==> src/hw/led_pkg.sv <==
// Function
// - Threshold equals observed noise times 5-bit noise factor, default 12.
// - 3-bit peak factor scales noise peak; default 3 means factor 1.5.
// - Analysis loads read-only 16-bit index of the strongest accumulator path.
// - Analysis loads read-only 16-bit magnitude found at that peak index.
// - 16-bit read-write receive antenna delay, one LSB about 15.65 ps.
// - Adjusted timestamp is raw timestamp minus antenna delay plus first path adjust.
// - Threshold raised by factor from clock offset and replica coefficient.
package led_pkg;

  // Bus and datapath widths
  localparam int unsigned ADDR_W = 16;
  localparam int unsigned DATA_W = 16;
  localparam int unsigned IDX_W = 16;
  localparam int unsigned MAG_W = 16;
  localparam int unsigned THR_W = 24;
  localparam int unsigned OFS_W = 8;
  localparam int unsigned TS_W = 40;

  // Register offsets
  localparam logic [ADDR_W-1:0] OFS_THR_CFG = 16'h0806;
  localparam logic [ADDR_W-1:0] OFS_PEAK_IDX = 16'h1000;
  localparam logic [ADDR_W-1:0] OFS_PEAK_AMP = 16'h1002;
  localparam logic [ADDR_W-1:0] OFS_ANT_DLY = 16'h1804;
  localparam logic [ADDR_W-1:0] OFS_PRF_TUNE = 16'h1806;
  localparam logic [ADDR_W-1:0] OFS_REPL_COEF = 16'h2804;

  // Threshold config field layout
  localparam int unsigned NTF_LSB = 0;
  localparam int unsigned NTF_W = 5;
  localparam int unsigned PSF_LSB = 5;
  localparam int unsigned PSF_W = 3;
  localparam int unsigned CFG1_W = 8;

  // Reset values
  localparam logic [CFG1_W-1:0] CFG1_RST = 8'h6C;
  localparam logic [DATA_W-1:0] ANT_DLY_RST = 16'h0000;
  localparam logic [DATA_W-1:0] PRF_TUNE_RST = 16'h1607;
  localparam logic [DATA_W-1:0] REPL_COEF_RST = 16'h5998;

  // Tuning words software is expected to use
  localparam logic [DATA_W-1:0] PRF_TUNE_16M = 16'h1607;
  localparam logic [DATA_W-1:0] PRF_TUNE_64M = 16'h0607;

  // Fixed point scaling of the threshold arithmetic
  localparam int unsigned NTF_SHIFT = 0;
  localparam int unsigned PSF_SHIFT = 1;
  localparam int unsigned REPL_SHIFT = 15;
  localparam int unsigned OFS_SHIFT = 4;

  // Analysis sequencer, Gray coded along idle, scan, finish
  typedef enum logic [1:0] {
    ST_IDLE = 2'b00,
    ST_SCAN = 2'b01,
    ST_FINISH = 2'b11
  } led_state_e;

  // One accumulator sample or a found path
  typedef struct packed {
    logic [IDX_W-1:0] index;
    logic [MAG_W-1:0] mag;
  } led_sample_s;

  // Noise estimates and clock offset entering the threshold
  typedef struct packed {
    logic [MAG_W-1:0] noise_level;
    logic [MAG_W-1:0] noise_peak;
    logic [OFS_W-1:0] clock_offset;
  } led_noise_s;

endpackage

==> src/hw/led_peak_track.sv <==
`timescale 1ns/1ns
// Tracks strongest path and first threshold crossing over one accumulator scan
module led_peak_track (
  // Clock and reset
  input wire logic sys_clk,
  input wire logic rst,
  // Control
  input wire logic clear,
  input wire logic [led_pkg::THR_W-1:0] threshold,
  // Sample stream
  input wire logic smp_valid,
  input wire led_pkg::led_sample_s smp,
  // Results
  output led_pkg::led_sample_s best,
  output logic best_found,
  output logic [led_pkg::IDX_W-1:0] first_idx,
  output logic first_found
);

  typedef struct packed {
    led_pkg::led_sample_s best;
    logic have;
    logic [led_pkg::IDX_W-1:0] fp;
    logic fp_have;
  } led_track_s;

  led_track_s st_q;
  led_track_s st_d;

  // Strict greater keeps the earliest of equal peaks
  always_comb
  begin
    st_d = st_q;
    if (clear)
    begin
      st_d = '0;
    end
    else if (smp_valid)
    begin
      if (!st_q.have || (smp.mag > st_q.best.mag))
      begin
        st_d.best = smp;
        st_d.have = 1'b1;
      end
      if (!st_q.fp_have && ({8'h00, smp.mag} >= threshold))
      begin
        st_d.fp = smp.index;
        st_d.fp_have = 1'b1;
      end
    end
  end

  // State register
  always_ff @(posedge sys_clk)
  begin
    if (rst)
    begin
      st_q <= '0;
    end
    else
    begin
      st_q <= st_d;
    end
  end

  // Results straight from flip-flops
  assign best = st_q.best;
  assign best_found = st_q.have;
  assign first_idx = st_q.fp;
  assign first_found = st_q.fp_have;

endmodule

==> src/hw/led_regs.sv <==
`timescale 1ns/1ns
// Leading edge detector configuration and status registers with analysis control
module led_regs (
  // Clock and reset
  input wire logic sys_clk,
  input wire logic rst,
  // Register port
  input wire logic [led_pkg::ADDR_W-1:0] reg_addr,
  input wire logic [led_pkg::DATA_W-1:0] reg_wdata,
  input wire logic reg_wr,
  input wire logic reg_rd,
  output logic [led_pkg::DATA_W-1:0] reg_rdata,
  // Analysis control
  input wire logic analysis_start,
  input wire led_pkg::led_noise_s noise_in,
  // Accumulator sample stream
  input wire logic acc_valid,
  input wire logic acc_last,
  input wire led_pkg::led_sample_s acc_sample,
  // Timestamp path
  input wire logic [led_pkg::TS_W-1:0] raw_rx_timestamp,
  output logic [led_pkg::TS_W-1:0] adjusted_rx_timestamp,
  output logic timestamp_valid,
  // Status to neighbouring logic
  output logic [led_pkg::THR_W-1:0] threshold_report,
  output logic [led_pkg::IDX_W-1:0] first_path_index,
  output logic analysis_busy,
  output logic analysis_done,
  // Configuration outputs to the receiver
  output logic [led_pkg::DATA_W-1:0] prf_tuning_word,
  output logic [led_pkg::DATA_W-1:0] replica_coefficient
);

  typedef struct packed {
    led_pkg::led_state_e state;
    logic [led_pkg::CFG1_W-1:0] lde_threshold_config;
    logic [led_pkg::DATA_W-1:0] rx_antenna_delay;
    logic [led_pkg::DATA_W-1:0] prf_tuning_word;
    logic [led_pkg::DATA_W-1:0] replica_coefficient;
    led_pkg::led_sample_s peak;
    logic [led_pkg::THR_W-1:0] thr;
    logic [led_pkg::IDX_W-1:0] fp_idx;
    logic [led_pkg::TS_W-1:0] ts;
    logic ts_valid;
    logic done;
    logic [led_pkg::DATA_W-1:0] rdata;
  } led_regs_s;

  led_regs_s st_q;
  led_regs_s st_d;

  // Tracker connections
  logic trk_clear;
  led_pkg::led_sample_s trk_best;
  logic trk_best_found;
  logic [led_pkg::IDX_W-1:0] trk_first_idx;
  logic trk_first_found;

  // Threshold arithmetic
  logic [led_pkg::NTF_W-1:0] noise_threshold_factor;
  logic [led_pkg::PSF_W-1:0] peak_scale_factor;
  logic [led_pkg::THR_W-1:0] thr_noise;
  logic [led_pkg::THR_W-1:0] thr_peak;
  logic [led_pkg::THR_W-1:0] thr_base;
  logic [led_pkg::THR_W-1:0] thr_raise;
  logic [led_pkg::THR_W-1:0] thr_final;

  // Multiply, shift right and saturate at threshold width
  function automatic logic [led_pkg::THR_W-1:0] mul_shift(
    input logic [led_pkg::THR_W-1:0] a,
    input logic [led_pkg::DATA_W-1:0] b,
    input int unsigned sh
  );
    logic [led_pkg::THR_W+led_pkg::DATA_W-1:0] prod;
    prod = a * b;
    prod = prod >> sh;
    if (|prod[led_pkg::THR_W+led_pkg::DATA_W-1:led_pkg::THR_W])
    begin
      mul_shift = '1;
    end
    else
    begin
      mul_shift = prod[led_pkg::THR_W-1:0];
    end
  endfunction

  // Saturating add keeps a huge raise from wrapping to a tiny threshold
  function automatic logic [led_pkg::THR_W-1:0] sat_add(
    input logic [led_pkg::THR_W-1:0] a,
    input logic [led_pkg::THR_W-1:0] b
  );
    logic [led_pkg::THR_W:0] sum;
    sum = {1'b0, a} + {1'b0, b};
    sat_add = sum[led_pkg::THR_W] ? '1 : sum[led_pkg::THR_W-1:0];
  endfunction

  // Field extraction from the threshold config register
  assign noise_threshold_factor =
    st_q.lde_threshold_config[led_pkg::NTF_LSB +: led_pkg::NTF_W];
  assign peak_scale_factor =
    st_q.lde_threshold_config[led_pkg::PSF_LSB +: led_pkg::PSF_W];

  // Threshold: larger of scaled noise level and scaled noise peak, then replica raise
  always_comb
  begin
    thr_noise = mul_shift({8'h00, noise_in.noise_level},
                          {11'h000, noise_threshold_factor},
                          led_pkg::NTF_SHIFT);
    thr_peak = mul_shift({8'h00, noise_in.noise_peak},
                         {13'h0000, peak_scale_factor},
                         led_pkg::PSF_SHIFT);
    thr_base = (thr_peak > thr_noise) ? thr_peak : thr_noise;
    thr_raise = mul_shift(mul_shift(thr_base, st_q.replica_coefficient,
                                    led_pkg::REPL_SHIFT),
                          {8'h00, noise_in.clock_offset},
                          led_pkg::OFS_SHIFT);
    thr_final = sat_add(thr_base, thr_raise);
  end

  // Peak and first path search over the scan
  led_peak_track u_track (
    .sys_clk(sys_clk),
    .rst(rst),
    .clear(trk_clear),
    .threshold(st_q.thr),
    .smp_valid(acc_valid && (st_q.state == led_pkg::ST_SCAN)),
    .smp(acc_sample),
    .best(trk_best),
    .best_found(trk_best_found),
    .first_idx(trk_first_idx),
    .first_found(trk_first_found)
  );

  // Tracker is wiped when a new analysis begins
  assign trk_clear = analysis_start && (st_q.state == led_pkg::ST_IDLE);

  // Next state: register writes, read data and analysis sequencing
  always_comb
  begin
    st_d = st_q;
    st_d.ts_valid = 1'b0;
    st_d.done = 1'b0;

    // Writes; only the low byte lands in the 8-bit config register
    if (reg_wr)
    begin
      unique case (reg_addr)
        led_pkg::OFS_THR_CFG:
        begin
          st_d.lde_threshold_config = reg_wdata[led_pkg::CFG1_W-1:0];
        end
        led_pkg::OFS_ANT_DLY:
        begin
          st_d.rx_antenna_delay = reg_wdata;
        end
        led_pkg::OFS_PRF_TUNE:
        begin
          st_d.prf_tuning_word = reg_wdata;
        end
        led_pkg::OFS_REPL_COEF:
        begin
          st_d.replica_coefficient = reg_wdata;
        end
        default:
        begin
          // Status and unmapped offsets ignore writes
          st_d.peak = st_q.peak;
        end
      endcase
    end

    // Read data valid only in the cycle after the strobe
    st_d.rdata = '0;
    if (reg_rd)
    begin
      unique case (reg_addr)
        led_pkg::OFS_THR_CFG:
        begin
          st_d.rdata = {8'h00, st_q.lde_threshold_config};
        end
        led_pkg::OFS_PEAK_IDX:
        begin
          st_d.rdata = st_q.peak.index;
        end
        led_pkg::OFS_PEAK_AMP:
        begin
          st_d.rdata = st_q.peak.mag;
        end
        led_pkg::OFS_ANT_DLY:
        begin
          st_d.rdata = st_q.rx_antenna_delay;
        end
        led_pkg::OFS_PRF_TUNE:
        begin
          st_d.rdata = st_q.prf_tuning_word;
        end
        led_pkg::OFS_REPL_COEF:
        begin
          st_d.rdata = st_q.replica_coefficient;
        end
        default:
        begin
          st_d.rdata = '0;
        end
      endcase
    end

    // Analysis sequencer
    unique case (st_q.state)
      led_pkg::ST_IDLE:
      begin
        if (analysis_start)
        begin
          // Threshold frozen for the whole scan so later config writes cannot skew it
          st_d.thr = thr_final;
          st_d.state = led_pkg::ST_SCAN;
        end
      end
      led_pkg::ST_SCAN:
      begin
        if (acc_valid && acc_last)
        begin
          st_d.state = led_pkg::ST_FINISH;
        end
      end
      led_pkg::ST_FINISH:
      begin
        // Status only changes here, so it holds between analyses
        if (trk_best_found)
        begin
          st_d.peak = trk_best;
        end
        st_d.fp_idx = trk_first_found ? trk_first_idx : trk_best.index;
        // Antenna delay removed, first path position added
        st_d.ts = raw_rx_timestamp
                  - {24'h00_0000, st_q.rx_antenna_delay}
                  + {24'h00_0000, st_d.fp_idx};
        st_d.ts_valid = 1'b1;
        st_d.done = 1'b1;
        st_d.state = led_pkg::ST_IDLE;
      end
      default:
      begin
        // The one unused code falls back to idle so the sequencer cannot lock up
        st_d.state = led_pkg::ST_IDLE;
      end
    endcase
  end

  // State register
  always_ff @(posedge sys_clk)
  begin
    if (rst)
    begin
      st_q <= '0;
      st_q.state <= led_pkg::ST_IDLE;
      st_q.lde_threshold_config <= led_pkg::CFG1_RST;
      st_q.rx_antenna_delay <= led_pkg::ANT_DLY_RST;
      st_q.prf_tuning_word <= led_pkg::PRF_TUNE_RST;
      st_q.replica_coefficient <= led_pkg::REPL_COEF_RST;
    end
    else
    begin
      st_q <= st_d;
    end
  end

  // Outputs from flip-flops; busy is a plain decode of the state
  assign reg_rdata = st_q.rdata;
  assign adjusted_rx_timestamp = st_q.ts;
  assign timestamp_valid = st_q.ts_valid;
  assign threshold_report = st_q.thr;
  assign first_path_index = st_q.fp_idx;
  assign analysis_busy = (st_q.state != led_pkg::ST_IDLE);
  assign analysis_done = st_q.done;
  assign prf_tuning_word = st_q.prf_tuning_word;
  assign replica_coefficient = st_q.replica_coefficient;

endmodule

==> config.mk <==
export PLATFORM = sky130hd
export DESIGN_NAME = led_regs
export DESIGN_NICKNAME = d
export VERILOG_FILES = /design/src/hw/led_pkg.sv /design/src/hw/led_peak_track.sv /design/src/hw/led_regs.sv
export SDC_FILE = /design/constraint.sdc
export NUM_CORES = 2
export LEC_CHECK = 0
export CAP_MARGIN = 40
export CORE_MARGIN = 5
export CORE_UTILIZATION = 60
export CTS_CLUSTER_SIZE = 16
export DETAILED_ROUTE_END_ITERATION = 16
export DONT_BUFFER_PORTS = 1
export PLACE_DENSITY = 0.85
export SETUP_SLACK_MARGIN = 0.05
export SLEW_MARGIN = 5
export SYNTH_ARGS = -nofsm -noshare
export SYNTH_HDL_FRONTEND = slang
export SYNTH_HIERARCHICAL = 1
export SYNTH_SLANG_ARGS = --single-unit
==> constraint.sdc <==
create_clock -name sys_clk -period 24.9 [get_ports sys_clk]
set_clock_uncertainty 0.1 [all_clocks]
set_input_delay 3.735 -clock sys_clk [delete_from_list [all_inputs] [get_ports sys_clk]]
set_output_delay 3.735 -clock sys_clk [all_outputs]
set_load 0.02 [all_outputs]
==> Word level (Yosys, flattened, before mapping) <==
Index checks and enable logic that the tools add are counted.
{ "word_totals": {"regBits": 238, "input_bits": 151, "output_inout_bits": 131, "wordCells": 71} }
{ "op_classes": {"addsub": 3, "multipliers": 4, "n_lt_le_gt_ge": 3, "n_eq_ne": 10, "mux": 12, "bitwise": 1, "n_reduce_logical": 20} }
{ "op_table": {"columns": ["operator", "count"], "rows": [
  ["case mux 16 bit (6 select lines)", 1],
  ["2-to-1 mux 24 bit", 3],
  ["equality test 16 x 13 -> 1 bit (second input constant)", 4],
  ["2-to-1 mux 32 bit", 2],
  ["adder 40 x 16 -> 40 bit", 1],
  ["subtractor 40 x 16 -> 40 bit", 1],
  ["multiplier 21 x 16 -> 37 bit", 1],
  ["multiplier 24 x 8 -> 32 bit", 1],
  ["adder 21 x 24 -> 25 bit", 1],
  [">= comparator 16 x 24 -> 1 bit", 1],
  ["> comparator 18 x 21 -> 1 bit", 1],
  ["multiplier 16 x 5 -> 21 bit", 1],
  ["2-to-1 mux 21 bit", 1],
  ["multiplier 16 x 3 -> 19 bit", 1],
  ["equality test 16 x 12 -> 1 bit (second input constant)", 1],
  ["equality test 16 x 14 -> 1 bit (second input constant)", 1],
  ["> comparator 16 bit", 1],
  ["2-to-1 mux 16 bit", 1],
  ["AND reduction 2 bit", 8],
  ["2-to-1 mux 2 bit", 3],
  ["logical AND 1 bit", 4],
  ["case mux 2 bit (2 select lines)", 1],
  ["OR reduction 2 bit", 2],
  ["OR reduction 4 bit", 1],
  ["9 further kinds", 10]
]} }

==> Depth between registers and ports, before layout <==
{ "depth": {"depth_word": 10, "mapped_depth": 98, "mapped_depth_nobuf": 93} }

==> Cells and area by module <==
Netlist, hierarchy kept.
{ "modules_own_cells": {"columns": ["mod", "instances", "cells_per_inst", "area_each_um2", "seq_area_each_um2"], "rows": [
  ["led_regs", 1, 3869, 31829.3, 3743.6],
  ["led_peak_track", 1, 309, 2770.2, 1001.0]
]} }

==> Worst setup path before layout <==
Ideal clock, no wire load.
{ "synth_path": {"path_kind": "input-to-reg", "start": "input port noise_in[30] (netlist bit)", "end": "register st_q, in the netlist threshold_report[21]", "setup_ns": 0.133, "arrival_time_ns": 23.019, "required_ns": 24.667, "slack_ns": 1.648, "cell_stages": 89, "n_path_buf": 5, "path_cell_list": "and2_1 fa_1 fa_1 inv_1 fa_1 inv_1 ha_1 and2_1 nor2b_4 a41o_1 or3_1 a21oi_1 o21ai_0 a21oi_1 o21bai_1 xnor2_1 ha_1 nand3_1 [... 53 more ...] a21o_1 fa_1 a21o_1 a21oi_1 o21bai_1 a21oi_1 o21bai_1 nand4_1 and4_1 o311ai_0 a21oi_1 o21ai_0 a21oi_1 o21bai_1 nor4b_2 a211oi_2 buf_6 a311oi_2"} }
{ "synth_between": {"elab_chain_cells": 10} }
{ "synth_rtl": {"columns": ["element", "line_no", "text"], "rows": [
  ["start, declared", "led_regs.sv:15", "input wire led_pkg::led_noise_s noise_in,"],
  ["multiplier 16 x 5 -> 21 bit *", "led_regs.sv:75", "prod = a * b;"],
  ["> comparator 18 x 21 -> 1 bit", "led_regs.sv:112", "thr_base = (thr_peak > thr_noise) ? thr_peak : thr_noise;"],
  ["2-to-1 mux 21 bit *", "led_regs.sv:112", null],
  ["multiplier 21 x 16 -> 37 bit", "led_regs.sv:75", null],
  ["2-to-1 mux 24 bit", "led_regs.sv:77", "if (|prod[led_pkg::THR_W+led_pkg::DATA_W-1:led_pkg::THR_W])"],
  ["multiplier 24 x 8 -> 32 bit", "led_regs.sv:75", null],
  ["OR reduction 4 bit", "led_regs.sv:77", null],
  ["2-to-1 mux 24 bit", "led_regs.sv:77", null],
  ["adder 21 x 24 -> 25 bit *", "led_regs.sv:93", "sum = {1'b0, a} + {1'b0, b};"],
  ["2-to-1 mux 24 bit *", "led_regs.sv:94", "sat_add = sum[led_pkg::THR_W] ? '1 : sum[led_pkg::THR_W-1:0];"],
  ["end signal, assigned", "led_regs.sv:264", "st_q <= st_d;"],
  ["end, declared", "led_regs.sv:49", "led_regs_s st_q;"]
]} }
Mark *: on every way between the ends. The rest lies on a longest branch, timed or not.
A chain may end at the register's enable or synchronous reset.

==> Worst setup path in the final report <==
{ "layout_path": {"start": "input port noise_in[32] (netlist bit)", "end": "register st_q, in the netlist threshold_report[21]"} }
The elaborated chain is that of the path after synthesis.

==> flow_summary.toml <==
[die]
die_h_um = 250
io_pins = 282
num_rows = 88
coreArea_mm2 = 0.0574
start_util_pct = 60.3
die_area_mm2 = 0.0626
dieWidth_um = 250

[routing]
route.detailed.drc = 0
post_drt_wl_per_cell_um = 19.3
routed-via-count = 28000
viasPerCell = 5.88
drtPass1Iterations = 6
antenna_left = 0
postRouteWirelength_mm = 92.0
first_iter_violations = 2553

[cts]
clk_latency_ns = 0.53
cts_root_buf = "clkbuf_16"
cts_inserted_buffers = 25
clockBufferDepth = 3
cts_tree = "built"
htreeDepth = 1
cts_sinks = 237
clk_pin_slew_ns = 0.06
hold_buffers = 0

[critical_path]
critPathArrivalTime_ns = 24.17
start_kind = "input pin"
worst_path_max_delay_cell = "fa_1"
crit_path_frequent_cell = "fa_1"
crit_path_max_incr_delay_ns = 0.56
crit_path_end_kind = "register"
critical_path_required_ns = 25.20
critical_path.max_fanout = 22
critPathKind = "input pin to register"

[global_route]
grt_max_degree = 176
antenna_found_initial = 4
grt_remaining_overflow = 0
grt_pass1_wl_mm = 148
grt_pass1_vias = 28600
grt_usage_pct = 28.6

[synth]
yosysTopAreaCell = "fa_1"
yosys-top-cells-area = "fa_1 (26%), dfxtp_1 (14%), ha_1 (11%)"
ys_async_sr_fraction_pct = 0
synth_seq_cells = 237
synth.top_cell.area_share_pct = 26.4
ys_seq_area_share_pct = 13.7
synth_cell_type_count = 82
syn_area_per_cell_um2 = 8.28
syn_inst = 4178
ys_warn_count = 6
syn-cell-area_mm2 = 0.0346
synth_nets = 5101
synth_edf_count = 0
ys.flop_type = "dfxtp_1"

[placement]
placedCellCount = 4719
dp.final_hpwl_mm = 72.9
gp_congestion = 0.974
port_buffers = 0

[timing]
setup_viol = 0
hold_viol = 0
rsz0062_at_grt = "no"
slew_headroom_pct = 41.4
period_share_pct = 95.9
max_freq_ghz = 0.0419
fin_crit_ns = 23.87
tightest_slew_ns = 0.873
slew_violations = 0

[run_status]
status = "finished clean"

[worst_hold_path]
holdCritPathClass = "register to register"

[cells_and_area]
stdcell_count = 4769
final_layout_size_suffix_gt1_share_pct = 4.80
fillers = 4662
syn_to_final_growth_pct = 2.43
nNetsFinal = 4906

[job]
drv_cap = 0
## flip-flops by register name, indices dropped and copies added (netlist names)
name and cells:
adjusted_rx_timestamp 40, first_path_index 16, noise_threshold_factor 5, peak_scale_factor 3
prf_tuning_word 16, reg_rdata 16, replica_coefficient 16, st_q 50
threshold_report 24, timestamp_valid 1, u_track/best 32, u_track/best_found 1
u_track/first_found 1, u_track/first_idx 16
## metrics by stage
step                TNS (ns)  hold WS [ns]  setup slack, ns  util [%]  area [µm²]
floorplan                  0         0.332             1.65         -       34600
global placement           0         0.337            0.440      60.0       34400
detailed placement     -2.43         0.342           -0.155      60.0       34400
CTS                        0         0.353            0.329      61.6       35300
global route               0         0.370           0.0139      61.8       35400
finish                     0         0.359             1.03      61.8       35400
## cell usage in the layout, fill, tap and decap left out, drive strengths merged, types with 33 or more instances in the layout
cell    instances
o21ai          82
nand2b         45
and2          331
ha            315
mux2i          66
a21oi         241
inv           669
nor3           33
nand2         679
nor2          152
dfxtp         237
buf            73
a211oi         57
a21o           66
xor2           44
xnor2          68
fa            457
## cells by family (layout without fill, tap and decap cells)
group / count (synthesis) / in the layout / share of synthesized area [%]
simple gates: 1398 / 1398 / 19.3
buf+inv: 965 / 787 / 12.2
fa+ha+maj: 772 / 772 / 37.8
compound gates: 609 / 609 / 11.6
flops: 237 / 237 / 13.7
xor+xnor: 112 / 112 / 2.86
mux: 85 / 85 / 2.53
other cells: 0 / 4 / 0
## final cells by class
class	count	area, µm²	area share [%]
Antenna cell	4	10.0	0.0282
Clock buffer	29	661	1.86
Clock inverter	15	244	0.688
Inverter	670	2510	7.10
Multi-Input combinational cell	2976	25700	72.6
Sequential cell	237	4740	13.4
Tap cell	765	957	2.70
Timing Repair Buffer	73	567	1.60
## path summary, 6_finish.rpt
kind                   startpoint  cells after the start                   end  slack [ns]
max                  noise_in[32]                     85  threshold_report[21]        1.03
min                     st_q[118]                      2             st_q[118]        0.36
max reg2reg  peak_scale_factor[0]                     89  threshold_report[21]        3.51
min reg2reg             st_q[118]                      2             st_q[118]        0.36
## critical path, delay by kind of cell
| kind | cells | cell delay (ns) |
|---|---|---|
| and+or+nand+nor | 21 | 3.52 |
| buffers and inverters | 10 | 1.08 |
| AOI/OAI and AO/OA | 33 | 6.72 |
| adders and majority gates | 18 | 8.40 |
| xor gates and xnor gates | 3 | 0.70 |
## cell usage after synthesis, types with 26 or more instances
cell type,count
a211oi_1,36
a21o_1,65
a21oi_1,240
a22oi_1,27
and2_1,330
buf_4,130
clkbuf_1,143
dfxtp_1,237
fa_1,457
ha_1,315
inv_1,669
mux2i_1,66
nand2_1,679
nand2b_1,45
nand3_1,30
nor2_1,151
nor2b_1,26
nor3_1,33
o21ai_0,69
o21bai_1,30
xnor2_1,67
xor2_1,44
## metal layers
metal	vias to the layer above	share of wire [%]	wire, µm	global-route usage (%)
li1	12700	-	-	-
met1	13700	38	34600	36.4
met2	1319	47	42800	46.8
met3	328	11	9660	7.11
met4	4	5.3	4840	12.1
met5	-	0.029	27	0
## what timing repair did
action	4_1_cts	5_1_grt
setup buffers	0	2
setup endpoints to repair	0	24
gates resized for setup	0	21
Power is left out: the tool's default activity adds up to more than one toggle a clock period on the data nets, which glitch-free logic cannot reach.
